===== src/ilr_regs.svh =====
// constants and reset values for the interleaved resonant pwm block
`ifndef ILR_REGS_SVH
`define ILR_REGS_SVH
`define ILR_CLK_NS 100
`define ILR_PERIOD_NS 4000
`define ILR_PERIOD_RST (16'((`ILR_PERIOD_NS) / (`ILR_CLK_NS)))
`define ILR_PERIOD_MIN_ABS 16'h0004
`define ILR_DEAD_RST 16'h0001
`define ILR_DUTY_FULL 9'h100
`define ILR_DUTY_SHIFT 8
`endif


===== src/ilr_pkg.sv =====
// types shared by the interleaved resonant pwm block
package ilr_pkg;
    typedef struct packed {
        logic hbHigh;
        logic hbLow;
        logic srA;
        logic srB;
    } ilr_drive_t;
    typedef enum logic {ILR_NORMAL, ILR_HYBRID} ilr_mode_t;
endpackage


===== src/ilr_pwm.sv =====
// interleaved variable-frequency pwm with dead-time, trim and hybrid duty
`timescale 1ns/10ps
`include "ilr_regs.svh"
module ilr_pwm #(
    parameter int NPH = 2
) (
    input wire logic ref_clk,
    input wire logic srst,
    input wire logic run,
    input wire logic [15:0] periodIn,
    input wire logic [15:0] periodMin,
    input wire logic [15:0] deadIn,
    input wire logic [NPH-1:0][8:0] dutyTrim,
    input wire logic [8:0] hybridDuty,
    input wire logic [15:0] voltExcess,
    input wire logic [15:0] hybridLimit,
    output ilr_pkg::ilr_drive_t [NPH-1:0] drive,
    output logic hybridActive
);
    import ilr_pkg::*;

    logic [15:0] cnt_q;
    logic [15:0] per_q;
    logic [15:0] dead_q;
    logic [15:0] perSafe;
    logic boundary;
    ilr_mode_t mode_q;
    ilr_drive_t [NPH-1:0] drive_q;

    // tiny periods would leave no room for two dead-times
    always_comb
    begin
        if (periodIn < `ILR_PERIOD_MIN_ABS)
        begin
            perSafe = `ILR_PERIOD_MIN_ABS;
        end
        else
        begin
            perSafe = periodIn;
        end
    end

    // last count of the master period; while run is high, every setting moves here and nowhere else
    assign boundary = (cnt_q == per_q - 16'h0001);

    // master timebase; period follows the voltage loop
    always_ff @(posedge ref_clk)
    begin
        if (srst)
        begin
            cnt_q <= 16'h0000;
            per_q <= `ILR_PERIOD_RST;
            dead_q <= `ILR_DEAD_RST;
        end
        else if (!run)
        begin
            cnt_q <= 16'h0000;
            per_q <= perSafe;
            dead_q <= deadIn;
        end
        else if (boundary)
        begin
            cnt_q <= 16'h0000;
            per_q <= perSafe;
            dead_q <= deadIn;
        end
        else
        begin
            cnt_q <= cnt_q + 16'h0001;
        end
    end

    // hybrid duty mode; decided once per period so duty never jumps mid pulse
    always_ff @(posedge ref_clk)
    begin
        if (srst)
        begin
            mode_q <= ILR_NORMAL;
        end
        else if (!run)
        begin
            mode_q <= ILR_NORMAL;
        end
        else if (boundary)
        begin
            case (mode_q)
                ILR_NORMAL:
                begin
                    if (per_q <= periodMin && voltExcess > hybridLimit)
                        mode_q <= ILR_HYBRID;
                end
                ILR_HYBRID:
                begin
                    // leave once the loop pulls frequency back below maximum
                    if (per_q > periodMin)
                        mode_q <= ILR_NORMAL;
                end
                default:
                begin
                    mode_q <= ILR_NORMAL;
                end
            endcase
        end
    end

    for (genvar k = 0; k < NPH; k++)
    begin : g_phase
        logic [15:0] off_q;
        logic [15:0] on_q;
        logic [15:0] offNext;
        logic [15:0] half;
        logic [15:0] halfNext;
        logic [15:0] onFull;
        logic [15:0] onScaled;
        logic [15:0] onNext;
        logic [8:0] scale;
        logic [16:0] sum;
        logic [15:0] lc;
        logic [31:0] prod;
        logic [31:0] offProd;
        logic winHigh;
        logic winLow;
        logic srWinA;
        logic srWinB;

        // even spacing 1/NPH of a period between successive phases; phase k sits k/NPH of a period behind phase 0
        assign offProd = (32'(k) * 32'(perSafe)) / 32'(NPH);
        assign offNext = offProd[15:0];
        assign halfNext = perSafe >> 1;
        assign half = per_q >> 1;

        always_comb
        begin
            scale = dutyTrim[k];
            if (mode_q == ILR_HYBRID && hybridDuty < scale)
                scale = hybridDuty;
            if (scale > `ILR_DUTY_FULL)
                scale = `ILR_DUTY_FULL;
            if (deadIn < halfNext)
                onFull = halfNext - deadIn;
            else
                onFull = 16'h0000;
            prod = (32'(halfNext) * 32'(scale)) >> `ILR_DUTY_SHIFT;
            onScaled = prod[15:0];
            if (onScaled > onFull)
                onNext = onFull;
            else
                onNext = onScaled;
        end

        // settings for this phase change only with the master period or while run is low
        always_ff @(posedge ref_clk)
        begin
            if (srst)
            begin
                off_q <= 16'h0000;
                on_q <= 16'h0000;
            end
            else if (!run || boundary)
            begin
                off_q <= offNext;
                on_q <= onNext;
            end
        end

        // local count of this phase; its period ends where its trailing edge sits
        always_comb
        begin
            sum = 17'(cnt_q) + 17'(per_q) - 17'(off_q);
            if (sum >= 17'(per_q))
                lc = 16'(sum - 17'(per_q));
            else
                lc = sum[15:0];
        end

        // bridge windows; trailing edges sit at half and full local period
        always_comb
        begin
            winHigh = (lc < half) && (lc >= half - on_q);
            winLow = (lc >= half) && (lc >= per_q - on_q);
            // rectifier windows reuse the phase timebase, so they follow every retune
            srWinA = winHigh;
            srWinB = winLow;
        end

        // pulses end on the half and full local period, start moves with duty
        always_ff @(posedge ref_clk)
        begin
            if (srst)
            begin
                drive_q[k] <= '0;
            end
            else if (!run)
            begin
                // a halted bridge parks every gate low rather than mid pulse
                drive_q[k] <= '0;
            end
            else
            begin
                drive_q[k].hbHigh <= winHigh;
                drive_q[k].hbLow <= winLow;
                drive_q[k].srA <= srWinA;
                drive_q[k].srB <= srWinB;
            end
        end
    end

    assign drive = drive_q;

    // status lags the mode by one cycle; a registered pin is worth the delay
    always_ff @(posedge ref_clk)
    begin
        if (srst)
        begin
            hybridActive <= 1'b0;
        end
        else
        begin
            hybridActive <= (mode_q == ILR_HYBRID);
        end
    end
endmodule // ilr_pwm


===== config.mk =====
export PLATFORM = sky130hd
export DESIGN_NAME = ilr_pwm
export DESIGN_NICKNAME = d
export VERILOG_FILES = /design/src/ilr_pkg.sv /design/src/ilr_pwm.sv
export VERILOG_INCLUDE_DIRS = /design/src
export SDC_FILE = /design/constraint.sdc
export NUM_CORES = 1
export LEC_CHECK = 0
export ABC_AREA = 1
export BUFFER_PORTS_ARGS = -buffer_cell sky130_fd_sc_hd__buf_2
export CAP_MARGIN = 15
export CORE_MARGIN = 2
export CORE_UTILIZATION = 30
export DETAILED_ROUTE_END_ITERATION = 8
export SLEW_MARGIN = 10
export SYNTH_ARGS = -nofsm -noshare
export SYNTH_HDL_FRONTEND = slang
export SYNTH_SLANG_ARGS = --single-unit
export TNS_END_PERCENT = 100

===== constraint.sdc =====
create_clock -name ref_clk -period 9 [get_ports ref_clk]
set_clock_uncertainty 0.2 [all_clocks]
set_input_delay 0.9 -clock ref_clk [delete_from_list [all_inputs] [get_ports ref_clk]]
set_output_delay 0.9 -clock ref_clk [all_outputs]
set_load 0.005 [all_outputs]

==> impl_metrics.ini <==
[critical_path]
rr_startpoint = per_q[0]
setup.worst_path.start_class = input port
reg2reg_slack_ps = 1030
crit_end = g_phase[1].on_q[13]
crit_top_cell = nand2_1
max_stage_delay_ps = 570
r2r_end = drive[7]
reg2reg_depth = 43
crit_fanout = 26
worstSetupEndpointType = flip-flop
critical_path_class = in2reg
critical-path-slowest-cell = fa_1
cp.required_ps = 9060
cp.arrival_ps = 8440
crit_start = dutyTrim[17]

[global_route]
grt_use_met2_pct = 29.5
grt_first_pass_wirelength_um = 112000
grt_usage_pct = 18.0
grt_util_met1_pct = 24.5
antenna_found_initial = 1
gr-total-overflow = 0
busiest_layer = met2
grt_max_degree = 66
grt_pass1_vias = 21000
use_met3_pct = 2.75

[clock_network]
insertion_delay_ps = 370
path_clk_slew_ps = 60
cts_max_level = 3
cts_buffers = 9
clockBufferDepth = 2
cts_sinks = 72
post-cts-setup-buffers = 0
cts_root_buf = clkbuf_16
cts_tree = done

[drt]
via_count = 21100
firstDrtPassIters = 5
drc = 0
antenna_left = 0
wl_um = 69800
drt_iter0_markers = 1301
vias_per_cell = 4.86
routedWlPerCell_um = 16.1

[timing]
fin_setup_tns_ps = 0
maxSlewViolCount = 0
period_minus_slack_ps = 8390
max_slew.worst_pin.slew_ps = 904
finalSetupViolCount = 0
slew_headroom_pct = 39.1
fmax_mhz = 119
final_hold_viol_count = 0
rsz0062_at_grt = false
min_period_over_period_pct = 93.2

[cells_and_area]
fillers = 8089
mostFrequentLayoutCell = inv_1
areaGrowthSynthToFinish_pct = 10.3
fin_nets = 4063
most-common-layout-cells = inv_1 (582), nand2_1 (575), ha_1 (393)
drive_gt1_share_pct = 8.77
design_area_um2 = 25000

[min_path]
hp-class = reg2reg

[yosys]
synth_top_flop_cell = dfxtp_1
synthesis.nets = 3943
synth.top_cell.area_share_pct = 21.7
synth.distinct_cells = 68
ys_ff_latch = 72
synth_enable_flop_cells = 0
synth_top_area_cell = ha_1
synth-async-reset-ratio_pct = 0
synth.yosys.seq_area_share_pct = 6.36
syn_area_um2 = 22600
syn_inst = 3250
syn_avg_cell_area_um2 = 6.97
synth_area_leaders = ha_1 (22%), fa_1 (17%), inv_1 (9.8%), nand2_1 (9.6%), dfxtp_1 (6.4%)
synth_warnings = 0

[placement]
placed_area_um2 = 24600
port_buffers = 118
routabilityCongestion = 0.961
hpwlAfterDp_um = 59000

[floorplanning]
coreArea_um2 = 74600
dieHeight_um = 279
dieArea_um2 = 77700
die_w_um = 279
num_rows = 100
initial_core_util_pct = 30.4
ios = 119

[outcome]
status = finished, final reports clean

[pwr]
pwr_density_cell_nw_per_um2 = 193
p_leak_nw = 13.0
max-vdd-ir-drop_mv = 0.0974

[run]
maxCapViolCount = 0
## critical path: cells and delay by family
family | cells | cell delay, ps
and+or+nand+nor | 20 | 2250
buffers and inverters | 10 | 930
AOI/OAI and AO/OA | 8 | 1260
adders and majority gates | 7 | 3090
## flip-flops by register name, indices dropped and copies added, names as in the netlist
name / cells
cnt_q: 16
drive: 4
hybridActive: 1
g_phase.on_q: 32
g_phase.off_q: 2
mode_q: 1
per_q: 16
## synthesized netlist by cell type (all sizes together) (3+ instances only)
cell type and number:
o21bai 17, nor2 322, a31oi 8, o21ai 174, a21boi 9, nor3 32, dfxtp 72, a221oi 4
ha 393, a211oi 8, and2 19, nand3b 13, buf 19, or2 13, o31ai 5, xor2 118
inv 594, a21o 8, clkinv 7, o22ai 3, a21oi 278, xnor2 46, nor3b 8, o211a 3
o221ai 8, o21a 16, o211ai 24, nand3 110, nand4 44, nand2 602, clkbuf 54, fa 190
nor4 18
## worst min path at each step
stage | start | to | cells after the start
finish | cnt_q[0] | cnt_q[0] | 1
CTS | cnt_q[0] | cnt_q[0] | 1
global placement | cnt_q[0] | cnt_q[0] | 1
detailed placement | cnt_q[0] | cnt_q[0] | 1
floorplan | cnt_q[0] | cnt_q[0] | 1
global route | cnt_q[0] | cnt_q[0] | 1
## layer usage
metal	share of wire [%]	vias to the layer above	wire length, µm
met5	0	-	0
met4	2.8	0	1980
met3	5.9	115	4130
met2	44	569	30600
met1	47	9669	33200
li1	-	10800	-
## layout make-up
class	instances	area [µm²]	area share, %
Multi-Input combinational cell	2504	18600	74.6
Inverter	601	2260	9.06
Sequential cell	72	1440	5.77
Tap cell	969	1210	4.85
Timing Repair Buffer	182	1090	4.35
Clock buffer	9	225	0.902
Clock inverter	7	103	0.411
Antenna cell	2	5.00	0.0200
## kinds of logic after synthesis
kind of cell	synth area share [%]
simple gates	22.9
buf+inv	11.5
fa+ha+maj	38.5
compound gates	14.3
xor+xnor	6.48
flops	6.36
## power breakdown
group | internal [mW] | total (mW) | switching (mW)
clock network | 0.246 | 0.418 | 0.172
logic | 1.58 | 4.02 | 2.45
registers | 0.361 | 0.392 | 0.0306
total | 2.18 | 4.83 | 2.65
## stage by stage
step	utilization (%)	power (mW)	instances	hold slack [ps]	worst slack (ps)
after floorplan	-	3.42	3250	233	649
after global placement	33.0	4.34	4328	251	225
after detailed placement	33.0	4.38	4328	259	152
after CTS	33.4	4.83	4344	272	530
after global routing	33.5	5.48	4345	317	34.6
final	33.5	4.83	4346	269	612
## repair_timing
item	in CTS	in global routing
hold buffers	0	0
gates resized for setup	0	18
setup endpoints to repair	0	17
No activity file was read; power rests on OpenSTA's default activity.
